## config.mk

```make
export PLATFORM = sky130hd
export DESIGN_NAME = ctu_host_uploader
export DESIGN_NICKNAME = d
export VERILOG_FILES = /design/src/ctu_pkg.sv /design/src/ctu_host_uploader.sv
export SDC_FILE = /design/constraint.sdc
export NUM_CORES = 1
export LEC_CHECK = 0
export BUFFER_PORTS_ARGS = -buffer_cell sky130_fd_sc_hd__buf_2
export CORE_ASPECT_RATIO = 0.7
export CORE_MARGIN = 2
export CORE_UTILIZATION = 55
export DETAILED_ROUTE_END_ITERATION = 8
export HOLD_SLACK_MARGIN = 0.15
export PLACE_DENSITY = 0.75
export SYNTH_ARGS = -nofsm -noshare
export SYNTH_HDL_FRONTEND = slang
export SYNTH_SLANG_ARGS = --single-unit
```

## constraint.sdc

```tcl
create_clock -name clk_i -period 3.9 [get_ports clk_i]
set_clock_uncertainty 0.2 [all_clocks]
set_input_delay 0.975 -clock clk_i [delete_from_list [all_inputs] [get_ports clk_i]]
set_output_delay 0.975 -clock clk_i [all_outputs]
set_load 0.005 [all_outputs]
```

## src/ctu_pkg.sv

```systemverilog
// Constants and types for the host-side curve and gain table uploader
package ctu_pkg;
  // ----------------------------------------------------------------
  // Index, count and length bounds
  // ----------------------------------------------------------------
  localparam logic [7:0] CURVE_IDX_MIN = 8'h01;
  localparam logic [7:0] CURVE_IDX_MAX = 8'h04;
  localparam logic [7:0] TABLE_IDX_MAX = 8'h05;
  localparam logic [7:0] SENSOR_IDX_MAX = 8'h03;
  localparam logic [7:0] CURVE_ENT_MIN = 8'h02;
  localparam logic [7:0] CURVE_ENT_MAX = 8'hc8;
  localparam logic [7:0] TABLE_ENT_MAX = 8'h10;
  localparam logic [4:0] CURVE_NAME_MIN = 5'h04;
  localparam logic [4:0] CURVE_NAME_MAX = 5'h0f;
  localparam logic [4:0] TABLE_NAME_MAX = 5'h10;
  localparam logic [4:0] SENSOR_NAME_MAX = 5'h0f;
  localparam logic [2:0] CURVE_HDR_LINES = 3'h4;
  localparam logic [2:0] TABLE_HDR_LINES = 3'h1;
  localparam logic [2:0] UNITS_LINE = 3'h3;
  localparam logic [2:0] TABLE_FIELDS = 3'h5;
  // ----------------------------------------------------------------
  // Character codes
  // ----------------------------------------------------------------
  localparam logic [7:0] CH_NL = 8'h0a;
  localparam logic [7:0] CH_SEMI = 8'h3b;
  localparam logic [7:0] CH_QUOTE = 8'h22;
  localparam logic [7:0] CH_SPACE = 8'h20;
  localparam logic [7:0] CH_TAB = 8'h09;
  localparam logic [7:0] CH_ZERO = 8'h30;
  localparam logic [7:0] CASE_BIT = 8'h20;
  localparam logic [7:0] CH_O = 8'h6f;
  localparam logic [7:0] CH_V = 8'h76;
  localparam logic [7:0] CH_L = 8'h6c;
  localparam logic [7:0] CH_H = 8'h68;
  localparam logic [7:0] CH_M = 8'h6d;
  // ----------------------------------------------------------------
  // Command line images, left aligned, index digit slot left zero
  // ----------------------------------------------------------------
  localparam logic [127:0] CURVE_CMD = 128'h43414c43555220000000000000000000;
  localparam logic [127:0] TABLE_CMD = 128'h5049445441424c4520003a5441424c45;
  localparam logic [127:0] SENSOR_CMD = 128'h43414c4441544120003a4e414d452022;
  localparam logic [3:0] CURVE_CMD_LAST = 4'h7;
  localparam logic [3:0] LONG_CMD_LAST = 4'hf;
  localparam logic [3:0] CURVE_DIGIT = 4'h7;
  localparam logic [3:0] TABLE_DIGIT = 4'h9;
  localparam logic [3:0] SENSOR_DIGIT = 4'h8;
  // ----------------------------------------------------------------
  // Types
  // ----------------------------------------------------------------
  typedef enum logic [1:0] {
    KIND_CURVE = 2'h0,
    KIND_TABLE = 2'h1,
    KIND_SENSOR = 2'h2
  } ctu_kind_t;
  typedef enum logic [5:0] {
    ST_IDLE = 6'h01,
    ST_CMD = 6'h02,
    ST_BODY = 6'h04,
    ST_QUOTE = 6'h08,
    ST_NL = 6'h10,
    ST_TERM = 6'h20
  } ctu_state_t;
  typedef struct packed {
    logic [7:0] data;
    logic eol;
  } ctu_tx_t;
  typedef struct packed {
    logic bad_index;
    logic bad_name;
    logic short_curve;
    logic bad_units;
    logic bad_entry;
    logic dropped;
  } ctu_stat_t;
endpackage

```

## src/ctu_host_uploader.sv

```systemverilog
// Host-side sender of curve, gain table and sensor name uploads
// Contract
// [RULE1] Curve upload: command, index 1..4, name, type, multiplier, units, then pairs.
// [RULE2] Serial link ends each curve line with newline; GPIB adds none.
// [RULE3] A curve holds 2 to 200 entries.
// [RULE4] Curve name is 4 to 15 characters.
// [RULE5] Device maps type keyword to one of nine, diode when unknown.
// [RULE6] Device assumes multiplier minus one when unparsable.
// [RULE7] Units line is ohms, volts or log resistance.
// [RULE8] A lone semicolon line ends the curve.
// [RULE9] Device accepts gain table index 0..5 only.
// [RULE10] A gain table holds at most 16 entries.
// [RULE11] Each table entry has five fields, range always present.
// [RULE12] Serial link ends each table entry with newline; others none.
// [RULE13] Device converts numbers to 32-bit floating point.
// [RULE14] Heater range is high, middle or low.
// [RULE15] Device sorts table entries by setpoint before storing.
// [RULE16] Device discards table entries with bad numbers.
// [RULE17] Table ends with semicolon line; name line up to 16 characters.
// [RULE18] Device takes quoted rename up to 15 characters and answers name query.
// [RULE19] Entry count query reports entries held; not writable.
// [RULE20] User sensors index 0..3, factory sensors 0..60.
// [RULE21] User sensor name is sent inside double quotes.
// [RULE22] Factory sensor names are query only.
// [RULE23] Device sorts curve entries by reading and drops bad ones.
// [RULE24] Surplus entries beyond the maximum are ignored.
`timescale 1ns/1ps
module ctu_host_uploader (
  input wire logic clk_i,
  input wire logic rstn_i,
  input wire logic start_i,
  input wire ctu_pkg::ctu_kind_t kind_i,
  input wire logic [7:0] index_i,
  input wire logic gpib_i,
  input wire logic u_valid_i,
  input wire logic [7:0] u_data_i,
  input wire logic u_last_i,
  output logic u_ready_o,
  input wire logic fin_i,
  output logic tx_valid_o,
  output ctu_pkg::ctu_tx_t tx_o,
  input wire logic tx_ready_i,
  output logic busy_o,
  output logic done_o,
  output ctu_pkg::ctu_stat_t stat_o
);
  // ----------------------------------------------------------------
  // State
  // ----------------------------------------------------------------
  ctu_pkg::ctu_state_t st_r, st_nxt, ret_r, ret_nxt;
  ctu_pkg::ctu_kind_t kind_r;
  ctu_pkg::ctu_tx_t tx_r, tx_nxt;
  ctu_pkg::ctu_stat_t stat_r, stat_nxt;
  logic [3:0] idx_r;
  logic gpib_r, tx_valid_r, done_r;
  logic [3:0] pos_r, pos_nxt;
  logic [2:0] line_r, line_nxt, fld_r, fld_nxt;
  logic [4:0] chr_r, chr_nxt;
  logic [7:0] ent_r, ent_nxt, rng_r, rng_nxt;
  logic ws_r;

  // Index range check per upload kind
  function automatic logic idx_ok(input ctu_pkg::ctu_kind_t k, input logic [7:0] i);
    case (k)
      ctu_pkg::KIND_CURVE: idx_ok = i >= ctu_pkg::CURVE_IDX_MIN && i <= ctu_pkg::CURVE_IDX_MAX;
      ctu_pkg::KIND_TABLE: idx_ok = i <= ctu_pkg::TABLE_IDX_MAX;
      default: idx_ok = i <= ctu_pkg::SENSOR_IDX_MAX;
    endcase
  endfunction

  // Fold a letter to lower case
  function automatic logic [7:0] low(input logic [7:0] c);
    low = c | ctu_pkg::CASE_BIT;
  endfunction

  // ----------------------------------------------------------------
  // Decodes
  // ----------------------------------------------------------------
  wire is_curve = kind_r == ctu_pkg::KIND_CURVE;
  wire is_sensor = kind_r == ctu_pkg::KIND_SENSOR;
  wire tx_free = !tx_valid_r || tx_ready_i;
  wire [127:0] cmd_img = is_curve ? ctu_pkg::CURVE_CMD :
                         (is_sensor ? ctu_pkg::SENSOR_CMD : ctu_pkg::TABLE_CMD);
  wire [3:0] cmd_last = is_curve ? ctu_pkg::CURVE_CMD_LAST : ctu_pkg::LONG_CMD_LAST;
  wire [3:0] dig_pos = is_curve ? ctu_pkg::CURVE_DIGIT :
                       (is_sensor ? ctu_pkg::SENSOR_DIGIT : ctu_pkg::TABLE_DIGIT);
  wire [7:0] cmd_byte = (pos_r == dig_pos) ? ctu_pkg::CH_ZERO + {4'h0, idx_r} :
                        cmd_img[8'd127 - {1'b0, pos_r, 3'b000} -: 8];
  wire at_cmd_end = pos_r == cmd_last;
  wire [2:0] hdr_lines = is_curve ? ctu_pkg::CURVE_HDR_LINES : ctu_pkg::TABLE_HDR_LINES;
  wire [7:0] ent_max = is_curve ? ctu_pkg::CURVE_ENT_MAX : ctu_pkg::TABLE_ENT_MAX;
  wire [4:0] name_max = is_curve ? ctu_pkg::CURVE_NAME_MAX :
                        (is_sensor ? ctu_pkg::SENSOR_NAME_MAX : ctu_pkg::TABLE_NAME_MAX);
  wire name_line = line_r == 3'h0;
  wire entry_line = !is_sensor && line_r >= hdr_lines;
  wire drop_w = entry_line && ent_r >= ent_max; // RULE24
  wire trunc_w = name_line && chr_r >= name_max - 5'h01 && !u_last_i; // RULE4
  wire swallow = drop_w || trunc_w;
  wire u_hs = u_valid_i && u_ready_o;
  wire is_ws = u_data_i == ctu_pkg::CH_SPACE || u_data_i == ctu_pkg::CH_TAB;
  wire fld_start = !is_ws && (chr_r == 5'h00 || ws_r);
  wire [2:0] fld_now = fld_r + {2'b00, fld_start};
  wire [7:0] rng_now = fld_start ? low(u_data_i) : rng_r;
  wire rng_ok = rng_now == ctu_pkg::CH_H || rng_now == ctu_pkg::CH_M || rng_now == ctu_pkg::CH_L;
  wire unit_ok = low(u_data_i) == ctu_pkg::CH_O || low(u_data_i) == ctu_pkg::CH_V ||
                 low(u_data_i) == ctu_pkg::CH_L;
  wire [4:0] name_len = chr_r + 5'h01;
  wire fin_ok = fin_i && chr_r == 5'h00 && !is_sensor;

  // Body intake: stalls on a busy link unless the byte is swallowed
  assign u_ready_o = (st_r == ctu_pkg::ST_BODY) && (tx_free || swallow);

  // ----------------------------------------------------------------
  // Sequencer
  // ----------------------------------------------------------------
  always_comb begin
    st_nxt = st_r;
    ret_nxt = ret_r;
    tx_nxt = tx_r;
    stat_nxt = stat_r;
    pos_nxt = pos_r;
    line_nxt = line_r;
    chr_nxt = chr_r;
    fld_nxt = fld_r;
    ent_nxt = ent_r;
    rng_nxt = rng_r;
    case (st_r)
      ctu_pkg::ST_IDLE: begin
        if (start_i) begin
          stat_nxt = '0;
          pos_nxt = 4'h0;
          line_nxt = 3'h0;
          chr_nxt = 5'h0;
          fld_nxt = 3'h0;
          ent_nxt = 8'h00;
          if (idx_ok(kind_i, index_i)) begin // RULE1 RULE9 RULE20
            st_nxt = ctu_pkg::ST_CMD;
          end else begin
            stat_nxt.bad_index = 1'b1;
          end
        end
      end
      ctu_pkg::ST_CMD: begin
        if (tx_free) begin
          tx_nxt.data = cmd_byte;
          tx_nxt.eol = gpib_r && at_cmd_end && !is_sensor; // RULE2 RULE12
          pos_nxt = pos_r + 4'h1;
          if (at_cmd_end) begin
            ret_nxt = ctu_pkg::ST_BODY;
            st_nxt = (gpib_r || is_sensor) ? ctu_pkg::ST_BODY : ctu_pkg::ST_NL;
          end
        end
      end
      ctu_pkg::ST_BODY: begin
        if (fin_ok) begin
          if (is_curve && ent_r < ctu_pkg::CURVE_ENT_MIN) begin
            stat_nxt.short_curve = 1'b1; // RULE3
          end
          st_nxt = ctu_pkg::ST_TERM;
        end else if (u_hs) begin
          if (!swallow) begin
            tx_nxt.data = u_data_i;
            tx_nxt.eol = gpib_r && u_last_i && !is_sensor; // RULE2 RULE12
          end
          if (trunc_w) begin
            stat_nxt.bad_name = 1'b1; // RULE4 RULE17 RULE18
          end
          if (drop_w) begin
            stat_nxt.dropped = 1'b1; // RULE24
          end
          if (is_curve && line_r == ctu_pkg::UNITS_LINE && chr_r == 5'h00 && !unit_ok) begin
            stat_nxt.bad_units = 1'b1; // RULE7
          end
          chr_nxt = (chr_r == 5'h1f) ? chr_r : chr_r + 5'h01;
          fld_nxt = (fld_now == 3'h7) ? fld_r : fld_now;
          rng_nxt = rng_now;
          if (u_last_i) begin
            chr_nxt = 5'h00;
            fld_nxt = 3'h0;
            line_nxt = (line_r == 3'h7) ? line_r : line_r + 3'h1;
            if (name_line && is_curve && name_len < ctu_pkg::CURVE_NAME_MIN) begin
              stat_nxt.bad_name = 1'b1; // RULE4
            end
            if (entry_line && !kind_r[0] == 1'b0 && !drop_w &&
                (fld_now != ctu_pkg::TABLE_FIELDS || !rng_ok)) begin
              stat_nxt.bad_entry = 1'b1; // RULE11 RULE14
            end
            if (entry_line && !drop_w) begin
              ent_nxt = ent_r + 8'h01; // RULE3 RULE10
            end
            ret_nxt = ctu_pkg::ST_BODY;
            if (is_sensor) begin
              st_nxt = ctu_pkg::ST_QUOTE; // RULE21
            end else if (!gpib_r && !drop_w) begin
              st_nxt = ctu_pkg::ST_NL;
            end
          end
        end
      end
      ctu_pkg::ST_QUOTE: begin
        if (tx_free) begin
          tx_nxt.data = ctu_pkg::CH_QUOTE; // RULE21
          tx_nxt.eol = gpib_r;
          ret_nxt = ctu_pkg::ST_IDLE;
          st_nxt = gpib_r ? ctu_pkg::ST_IDLE : ctu_pkg::ST_NL;
        end
      end
      ctu_pkg::ST_NL: begin
        if (tx_free) begin
          tx_nxt.data = ctu_pkg::CH_NL; // RULE2 RULE12
          tx_nxt.eol = 1'b0;
          st_nxt = ret_r;
        end
      end
      ctu_pkg::ST_TERM: begin
        if (tx_free) begin
          tx_nxt.data = ctu_pkg::CH_SEMI; // RULE8 RULE17
          tx_nxt.eol = gpib_r;
          ret_nxt = ctu_pkg::ST_IDLE;
          st_nxt = gpib_r ? ctu_pkg::ST_IDLE : ctu_pkg::ST_NL;
        end
      end
      default: st_nxt = ctu_pkg::ST_IDLE;
    endcase
  end

  // A byte goes out whenever ST_CMD, ST_QUOTE, ST_NL or ST_TERM finds the link free, or ST_BODY passes on an input byte
  wire tx_load = tx_free && (st_r == ctu_pkg::ST_CMD || st_r == ctu_pkg::ST_QUOTE ||
                 st_r == ctu_pkg::ST_NL || st_r == ctu_pkg::ST_TERM ||
                 (st_r == ctu_pkg::ST_BODY && !fin_ok && u_hs && !swallow));

  // Control registers
  always_ff @(posedge clk_i or negedge rstn_i) begin
    if (!rstn_i) begin
      st_r <= ctu_pkg::ST_IDLE;
      ret_r <= ctu_pkg::ST_IDLE;
      stat_r <= '0;
      pos_r <= 4'h0;
      line_r <= 3'h0;
      chr_r <= 5'h00;
      fld_r <= 3'h0;
      ent_r <= 8'h00;
      rng_r <= 8'h00;
      ws_r <= 1'b0;
      done_r <= 1'b0;
    end else begin
      st_r <= st_nxt;
      ret_r <= ret_nxt;
      stat_r <= stat_nxt;
      pos_r <= pos_nxt;
      line_r <= line_nxt;
      chr_r <= chr_nxt;
      fld_r <= fld_nxt;
      ent_r <= ent_nxt;
      rng_r <= rng_nxt;
      ws_r <= u_hs ? is_ws : ws_r;
      done_r <= (st_nxt == ctu_pkg::ST_IDLE) && (st_r != ctu_pkg::ST_IDLE || start_i);
    end
  end

  // Upload settings caught at start, link byte register
  always_ff @(posedge clk_i or negedge rstn_i) begin
    if (!rstn_i) begin
      kind_r <= ctu_pkg::KIND_CURVE;
      idx_r <= 4'h0;
      gpib_r <= 1'b0;
      tx_r <= '0;
      tx_valid_r <= 1'b0;
    end else begin
      if (st_r == ctu_pkg::ST_IDLE && start_i) begin
        kind_r <= kind_i;
        idx_r <= index_i[3:0];
        gpib_r <= gpib_i;
      end
      tx_r <= tx_load ? tx_nxt : tx_r;
      tx_valid_r <= tx_load || (tx_valid_r && !tx_ready_i);
    end
  end

  assign tx_valid_o = tx_valid_r;
  assign tx_o = tx_r;
  assign busy_o = st_r != ctu_pkg::ST_IDLE;
  assign done_o = done_r;
  assign stat_o = stat_r;
endmodule

```

==> impl_metrics.csv, run 1 <==
group,metric,value,unit
yosys,synth_nets,524,
placed_design,numPortBuffers,44,
die,rows,26,
yosys,synth_top_family_by_area,"simple AND/OR/NAND/NOR gates",
yosys,post-synth-top-area-fraction,36.6,%
yosys,yosysMostFrequentCell,"dfrtp_1",
yosys,netlist_top_cells_count,"dfrtp_1 (62), nor2_1 (52), nand2_1 (49), o21ai_0 (27), a21oi_1 (25)",
die,die_w,109,µm
yosys,synthMuxAreaShare,3.84,%
worst_setup_path,rrSetupSlack,0.62,ns
drt,vias,3862,
pwr,power_density,356,nW/µm²
yosys,syn_avg_cell_area,8.86,µm²
sta,setup-violations-final,0,
final_layout,layout-drive-gt1-share,18.8,%
global_routing,grt_max_degree,65,
sta,max_clock_freq,0.270,GHz
yosys,ys_seq_elements,64,
yosys,synth.yosys.seq_area_share,37.9,%
yosys,synth_compound_area_share,19.9,%
sta,post-route-period-util,95.0,%
sta,min_period,3.70,ns
global_routing,antenna_found_initial,0,
die,dieHeight,77.4,µm
final_layout,area_growth,12.1,%
pwr,power,0.00169,W
yosys,syn_area,4230,µm²
clock_network,clk_latency,0.36,ns
clock_network,cts_tree,"done",
worst_setup_path,cp_max_fo,7,
sta,tightestPinTransition,0.814,ns
die,start_util,57.3,%
placed_design,hpwl,8.06,mm
yosys,yosys_warnings,0,
worst_setup_path,arrival,2.53,ns
die,core,7380,µm²
worst_setup_path,cp-start-kind,"flip-flop",
final_layout,num-nets-final,567,
sta,drv_slew,0,
global_routing,grt_pass1_vias,3572,
global_routing,grt_pass1_wl,18.0,mm
worst_setup_path,end_kind,"primary output",
yosys,synth.area.top_cells,"dfrtp_1 (37%), ha_1 (5.9%), nor2_1 (4.6%), nand2_1 (4.3%), o21ai_0 (3.2%)",
placed_design,gp_congestion,0.909,
yosys,yosys.area_share.simple,25.0,%
drt,drcViolationCount,0,
drt,firstDrtPassIters,5,
yosys,async_flop_share,100,%
drt,wl_per_cell,17.4,µm
yosys,synthDistinctLibCells,77,
clock_network,cts_buffers,9,
drt,drt_iter0_markers,384,
worst_setup_path,required,2.72,ns
yosys,synth_xor_area_share,2.90,%
run_status,status,"finished, final reports clean",
drt,postRouteAntennaNets,0,
sta,slew_headroom,45.7,%
clock_network,clk_pin_slew,0.06,ns
worst_hold_path,hold_class,"reg2reg",
sta,rsz0062_at_grt,"no",
pwr,p_leak,2.12,nW
sta,hold_viol,0,
global_routing,grt.total_usage,27.9,%
final_layout,antenna_cells,0,
clock_network,cts_max_path_buffers,2,
die,pin_count,45,
drt,vias_per_cell,6.19,
clock_network,clock-sinks,64,
clock_network,clock-root-buffer,"clkbuf_8",
final_layout,n_fill_cell,625,
run,cap_violations,0,
die,dieArea,8430,µm²
yosys,yosys.area.top_type,"dfrtp_1",
yosys,synth_edf_count,0,
drt,drt_wl_total,10.9,mm
yosys,ys.flop_type,"dfrtp_1",
sta,fin_setup_tns,0,ns
clock_network,htree_levels,3,
pwr,ir_drop,0.237,mV
global_routing,grt_overflow,0,
clock_network,cts_setup_buffers,0,
yosys,syn_inst,478,
worst_setup_path,path_class,"reg2out",
yosys,synthAdderAreaFrac,5.91,%
## final timing paths
check,endpoint,startpoint,cells after the start
max,u_ready_o,kind_r[0],8
min,stat_o[3],stat_o[3],1
max reg2reg,ent_r[7],kind_r[0],9
min reg2reg,stat_o[3],stat_o[3],1
max in group asynchronous,pos_r[3],rstn_i,2
min in group asynchronous,tx_o[5],rstn_i,2
## per-stage QoR
step                      worst slack [ns]  std cells  util, %  instance area [µm²]  hold WS, ns
after global placement               0.509        608     61.6                 4550        0.264
after detailed placement             0.472        608     61.6                 4550        0.270
after CTS                            0.132        624     64.2                 4740        0.288
after floorplan                      0.547        478        -                 4230        0.235
after global routing                0.0574        624     64.2                 4740        0.316
final                                0.195        624     64.2                 4740        0.283
## cells by family (layout without fill, tap and decap cells)
logic type	Yosys count	count (layout)
AND/OR/NAND/NOR	200	200
AO/OA/AOI/OAI	119	119
flip-flops	64	64
buffers and inverters	46	94
adder cells (fa/ha/maj)	20	20
multiplexers	15	15
XOR/XNOR	14	14
## cell usage in the layout (no fill, tap or decap), drive strengths merged, types with 4 or more instances in the layout
master / instances
o21a: 4
or2: 4
nand3: 11
o21ai: 29
nand2: 49
mux2: 10
clkbuf: 12
or4: 5
a31oi: 6
inv: 24
buf: 54
nor3: 9
and2: 7
nor2: 52
mux2i: 5
o31ai: 7
nor2b: 7
nand2b: 9
a21oi: 26
or3: 4
nor4b: 7
xnor2: 11
nor3b: 9
nand4: 6
o22ai: 4
ha: 20
nor4: 7
dfrtp: 62
## layer usage
layer / track usage [%] / wire [µm]
met5: 0 / 0
met2: 38.0 / 4470
met4: 7.69 / 128
met1: 43.3 / 5390
met3: 7.23 / 890
## report_power, final
part,internal (W),switching [W]
Combinational,0.000139,0.000228
Clock,0.000310,0.000259
Sequential,0.000711,0.0000412
Total,0.00116,0.000529
## timing repair
| action | 4_1_cts | 5_1_grt |
|---|---|---|
| resized for setup | 0 | 1 |
| hold buffers | 0 | 0 |
| setup endpoints to repair | 0 | 1 |
## final cells by class
cell class | instances | area, µm² | share of cell area, %
multi-input combinational | 368 | 2440 | 51.5
sequential | 64 | 1600 | 33.8
timing repair buffer | 54 | 295 | 6.22
clock buffer | 12 | 145 | 3.06
tap | 98 | 123 | 2.58
inverter | 24 | 90.1 | 1.90
clock inverter | 4 | 45.0 | 0.949
## critical path: stages (launching register included)
cell and delay (ns):
dfrtp_1 0.43, nor2_1 0.17, inv_1 0.14, ha_1 0.21
or4_1 0.49, o22ai_2 0.29, o21ai_2 0.14, and2_1 0.19
buf_2 0.12
## flip-flops by register name (all words and copies together) (netlist names), 2 cells and up
name and count:
stat_o 6, idx_r 4, line_r 3, pos_r 4
ent_r 8, rng_r 8, chr_r 5, fld_r 3
ret_r 2, st_r 6, tx_o 9, kind_r 2
Note: power is estimated with default switching activity, not from simulation.
==> inputs of run 2 (changes only) <==
==> constraint.sdc (replaced) <==
create_clock -name clk_i -period 3.9 [get_ports clk_i]
set_clock_uncertainty 0.2 [all_clocks]
set_input_delay 0.585 -clock clk_i [delete_from_list [all_inputs] [get_ports clk_i]]
set_output_delay 0.585 -clock clk_i [all_outputs]
set_load 0.005 [all_outputs]
==> impl_metrics.csv, run 2 (synthesis gave the netlist of run 1 again) <==
group,metric,value,unit
global_routing,antenna_found_initial,0,
pwr,ir_drop,0.198,mV
pwr,internal-power,0.00111,W
final_layout,design_area,4700,µm²
clock_network,clk_pin_slew,0.07,ns
clock_network,cts_tree,"done",
worst_setup_path,end_kind,"primary output",
drt,vias_per_cell,6.32,
global_routing,grt_max_degree,43,
sta,min_period,3.52,ns
final_layout,seqCellArea,1600,µm²
sta,drv_slew,0,
final_layout,n_fill_cell,652,
pwr,p_leak,2.09,nW
placed_design,gp_congestion,0.934,
pwr,seq_power_share,46.3,%
sta,fin_setup_tns,0,ns
final_layout,num-nets-final,564,
die,die_w,109,µm
pwr,p_clk_share,31.5,%
pwr,p_sw,0.000534,W
clock_network,hold_buffers,0,
pwr,pwr-share-comb,22.3,%
drt,vias,3918,
worst_setup_path,crit_slowest_cell,"dfrtp_1",
global_routing,grt.total_usage,28.6,%
clock_network,clock-root-buffer,"clkbuf_8",
worst_setup_path,max_stage_delay,0.54,ns
worst_setup_path,rrSetupSlack,0.53,ns
global_routing,grt_overflow,0,
final_layout,multiInputGateArea,2440,µm²
sta,post-route-period-util,90.2,%
worst_setup_path,required,3.12,ns
drt,drcViolationCount,0,
clock_network,clk_latency,0.34,ns
sta,slew_headroom,32.6,%
die,rows,26,
final_layout,area_growth,11.0,%
pwr,switching_share,32.5,%
worst_hold_path,hold_class,"in2async",
global_routing,grt_pass1_wl,18.5,mm
die,core,7380,µm²
final_layout,largest_reg_flops,9,
clock_network,cts_setup_buffers,0,
sta,max_clock_freq,0.284,GHz
final_layout,final_cell_mix,"dfrtp_1 (62), nor2_1 (52), nand2_1 (49)",
die,dieArea,8430,µm²
sta,setup-violations-final,0,
worst_setup_path,cp_max_fo,13,
die,start_util,57.3,%
final_layout,antenna_cells,0,
global_routing,grt_pass1_vias,3643,
pwr,power_density,349,nW/µm²
worst_setup_path,crit_chain,"nor2_1 -> inv_1 -> ha_1 -> or4_1 -> o22ai_2 -> o21ai_1 -> and2_1 -> buf_2",
run,cap_violations,0,
sta,timing.final.ws_setup,0.380,ns
worst_setup_path,cp-start-kind,"flip-flop",
die,pin_count,45,
placed_design,place_area,4530,µm²
drt,drt_wl_total,11.4,mm
run_status,status,"finished, final reports clean",
drt,postRouteAntennaNets,0,
drt,wl_per_cell,18.5,µm
clock_network,cts_buffers,9,
sta,hold_viol,0,
final_layout,final_common_cell,"dfrtp_1",
clock_network,htree_levels,3,
placed_design,numPortBuffers,44,
drt,drt_iter0_markers,484,
final_layout,final_core_util,63.7,%
placed_design,hpwl,8.44,mm
die,dieHeight,77.4,µm
sta,rsz0062_at_grt,"no",
worst_setup_path,arrival,2.73,ns
clock_network,post_cts_resized,0,
final_layout,layout-drive-gt1-share,18.2,%
placed_design,pre_cts_slack,0.584,ns
drt,firstDrtPassIters,5,
sta,tightestPinTransition,1.01,ns
clock_network,cts_max_path_buffers,2,
worst_setup_path,path_class,"reg2out",
clock_network,clock-sinks,64,
[run 2: changes by cell type in the layout (fill, tap and decap cells not counted), sizes merged]
cell | previous run | this run
buf | 54 | 51
bufinv | 1 | 0
clkinv | 3 | 2
clkinvlp | 0 | 1
[run 2: layer usage]
metal	track usage, %	vias up	wire (µm)
li1	-	1819	-
met5	0	-	0
met2	40.2	218	4700
met1	42.9	1858	5500
met4	7.44	0	179
met3	7.98	23	1060
[run 2: cell type report]
class                   instances  share of cell area (%)
repair buffers                 51                    5.80
clock inverters                 3                   0.373
inverters                      24                    1.92
flip-flops and latches         64                    34.1
multi-input cells             368                    51.9
well taps                      98                    2.61
clock buffers                  12                    3.30
[run 2: final timing paths]
kind / startpoint / endpoint / depth (start not counted)
worst min register to register: rng_r[5] / rng_r[5] / 1
worst min-delay path: rstn_i / tx_o[5] / 1
min in group clk_i: gpib_i / gpib_r / 3
worst max-delay path: kind_r[1] / u_ready_o / 8
max in group asynchronous: rstn_i / stat_o[3] / 2
worst max register to register: kind_r[1] / ent_r[7] / 9
[run 2: worst max-delay path, delay by kind of cell, from the launching register on]
kind | cells | cell delay, ns
flops | 1 | 0.54
buf+inv | 2 | 0.25
fa+ha+maj | 1 | 0.22
simple gates | 3 | 0.92
compound gates | 2 | 0.45
[run 2: through the flow]
stage / total power [W] / std cells / hold WS, ns
after detailed placement: 0.00113 / 605 / 0.257
after global placement: 0.00112 / 605 / 0.259
after floorplan: 0.000985 / 478 / 0.0894
after global routing: 0.00173 / 620 / 0.219
after CTS: 0.00164 / 620 / 0.225
final: 0.00164 / 620 / 0.196
[run 2: power groups by stage]
stage	Sequential [W]	Combinational [W]	Clock, W
floorplan	0.000749	0.000236	0
global placement	0.000768	0.000350	0
detailed placement	0.000770	0.000360	0
CTS	0.000758	0.000362	0.000524
global route	0.000765	0.000404	0.000558
finish	0.000760	0.000366	0.000517
==> inputs of run 3 (changes only) <==
- MAX_ROUTING_LAYER: default -> met4
- PLACE_DENSITY: 0.75 -> 0.83
==> impl_metrics.csv, run 3 (synthesis gave the netlist of run 1 again) <==
group,metric,value,unit
final_layout,final_cell_mix,"dfrtp_1 (62), nor2_1 (52), nand2_1 (49)",
pwr,power_density,342,nW/µm²
pwr,p_leak,2.09,nW
worst_setup_path,end_kind,"primary output",
worst_setup_path,cp_max_fo,13,
final_layout,final_core_util,63.6,%
global_routing,grt_pass1_vias,3593,
die,pin_count,45,
clock_network,cts_tree,"done",
worst_setup_path,crit_buf_inv,2,
sta,rsz0062_at_grt,"no",
die,die_w,109,µm
clock_network,hold_buffers,0,
clock_network,cts_buffers,9,
clock_network,clk_latency,0.35,ns
worst_setup_path,crit_slowest_cell,"dfrtp_1",
clock_network,post_cts_resized,0,
run_status,status,"finished, final reports clean",
sta,tightestPinTransition,1.06,ns
die,core,7380,µm²
drt,vias,3931,
global_routing,grt_max_degree,49,
sta,min_period,3.50,ns
die,dieArea,8430,µm²
worst_setup_path,arrival,2.71,ns
sta,slew_headroom,29.5,%
worst_setup_path,max_stage_delay,0.54,ns
final_layout,area_growth,10.9,%
drt,vias_per_cell,6.33,
die,dieHeight,77.4,µm
drt,wl_per_cell,18.0,µm
drt,drt_iter0_markers,475,
placed_design,gp_congestion,0.950,
final_layout,final_common_cell,"dfrtp_1",
placed_design,hpwl,8.40,mm
clock_network,cts_max_path_buffers,2,
final_layout,num-nets-final,566,
sta,setup-violations-final,0,
clock_network,cts_setup_buffers,0,
worst_setup_path,path_class,"reg2out",
final_layout,finalNonFillerCells,621,
final_layout,largest_reg_flops,9,
final_layout,seqCellArea,1600,µm²
final_layout,layout-drive-gt1-share,18.0,%
final_layout,multiInputGateArea,2440,µm²
run,cap_violations,0,
drt,drcViolationCount,0,
drt,drt_wl_total,11.2,mm
clock_network,htree_levels,3,
placed_design,numPortBuffers,44,
pwr,ir_drop,0.262,mV
sta,hold_viol,0,
global_routing,antenna_found_initial,0,
sta,drv_slew,0,
sta,post-route-period-util,89.7,%
clock_network,clk_pin_slew,0.07,ns
clock_network,clock-sinks,64,
drt,postRouteAntennaNets,0,
clock_network,clock-root-buffer,"clkbuf_8",
drt,firstDrtPassIters,6,
worst_hold_path,hold_class,"in2async",
worst_setup_path,required,3.12,ns
final_layout,design_area,4700,µm²
worst_setup_path,crit_chain,"nor2_1 -> inv_1 -> ha_1 -> or4_1 -> o22ai_2 -> o21ai_1 -> and2_1 -> buf_2",
sta,max_clock_freq,0.286,GHz
die,start_util,57.3,%
global_routing,grt.total_usage,28.6,%
final_layout,antenna_cells,0,
worst_setup_path,cp-start-kind,"flip-flop",
global_routing,grt_pass1_wl,18.0,mm
placed_design,post-place-cells,607,
worst_setup_path,path_delay_family,"simple AND/OR/NAND/NOR gates",
sta,fin_setup_tns,0,ns
die,rows,26,
global_routing,grt_overflow,0,
final_layout,n_fill_cell,611,
placed_design,place_area,4540,µm²
==> run 3: cell count changes in the layout (fill, tap and decap cells not counted), sizes merged <==
cell / previous run / this run
clkinv: 2 / 1
clkinvlp: 1 / 0
clkbuf: 12 / 13
buf: 51 / 53
==> run 3: where the power goes <==
group          leakage [nW]  internal (W)  switching [W]  total [W]
combinational          1.18      0.000137       0.000227   0.000364
sequential            0.834      0.000712      0.0000504   0.000762
clock                0.0794      0.000240       0.000242   0.000482
total                  2.09       0.00109       0.000519    0.00161
==> run 3: layout make-up <==
cell class	count	area share (%)
Tap cell	98	2.61
Sequential cell	64	34.2
Timing Repair Buffer	53	6.13
Clock inverter	1	0.107
Clock buffer	13	3.17
Multi-Input combinational cell	368	51.9
Inverter	24	1.92
==> run 3: through the flow <==
stage          worst slack, ns  total power [W]  hold slack (ns)
2_1_floorplan            0.618         0.000985           0.0894
3_3_place_gp             0.719          0.00111            0.259
3_5_place_dp             0.599          0.00112            0.272
4_1_cts                  0.423          0.00161            0.212
5_1_grt                  0.253          0.00169            0.234
6_report                 0.403          0.00161            0.213
==> run 3: per-layer routing <==
metal  global-route usage, %  part of all wire, %  vias up
met5                       -                    0        -
met4                    9.10                  2.2        0
met3                    9.83                   12       29
met2                    38.0                   42      229
met1                    40.9                   44     1853
li1                        -                    -     1820
==> run 3: final timing paths <==
kind,to,start,slack [ns],cells after the start
worst max-delay path,u_ready_o,kind_r[1],0.40,8
worst min-delay path,tx_o[5],rstn_i,0.21,1
worst max register to register,rng_r[0],kind_r[1],0.54,9
worst min register to register,rng_r[5],rng_r[5],0.29,1
max in group asynchronous,stat_o[5],rstn_i,2.54,2
min in group clk_i,gpib_r,gpib_i,0.23,3
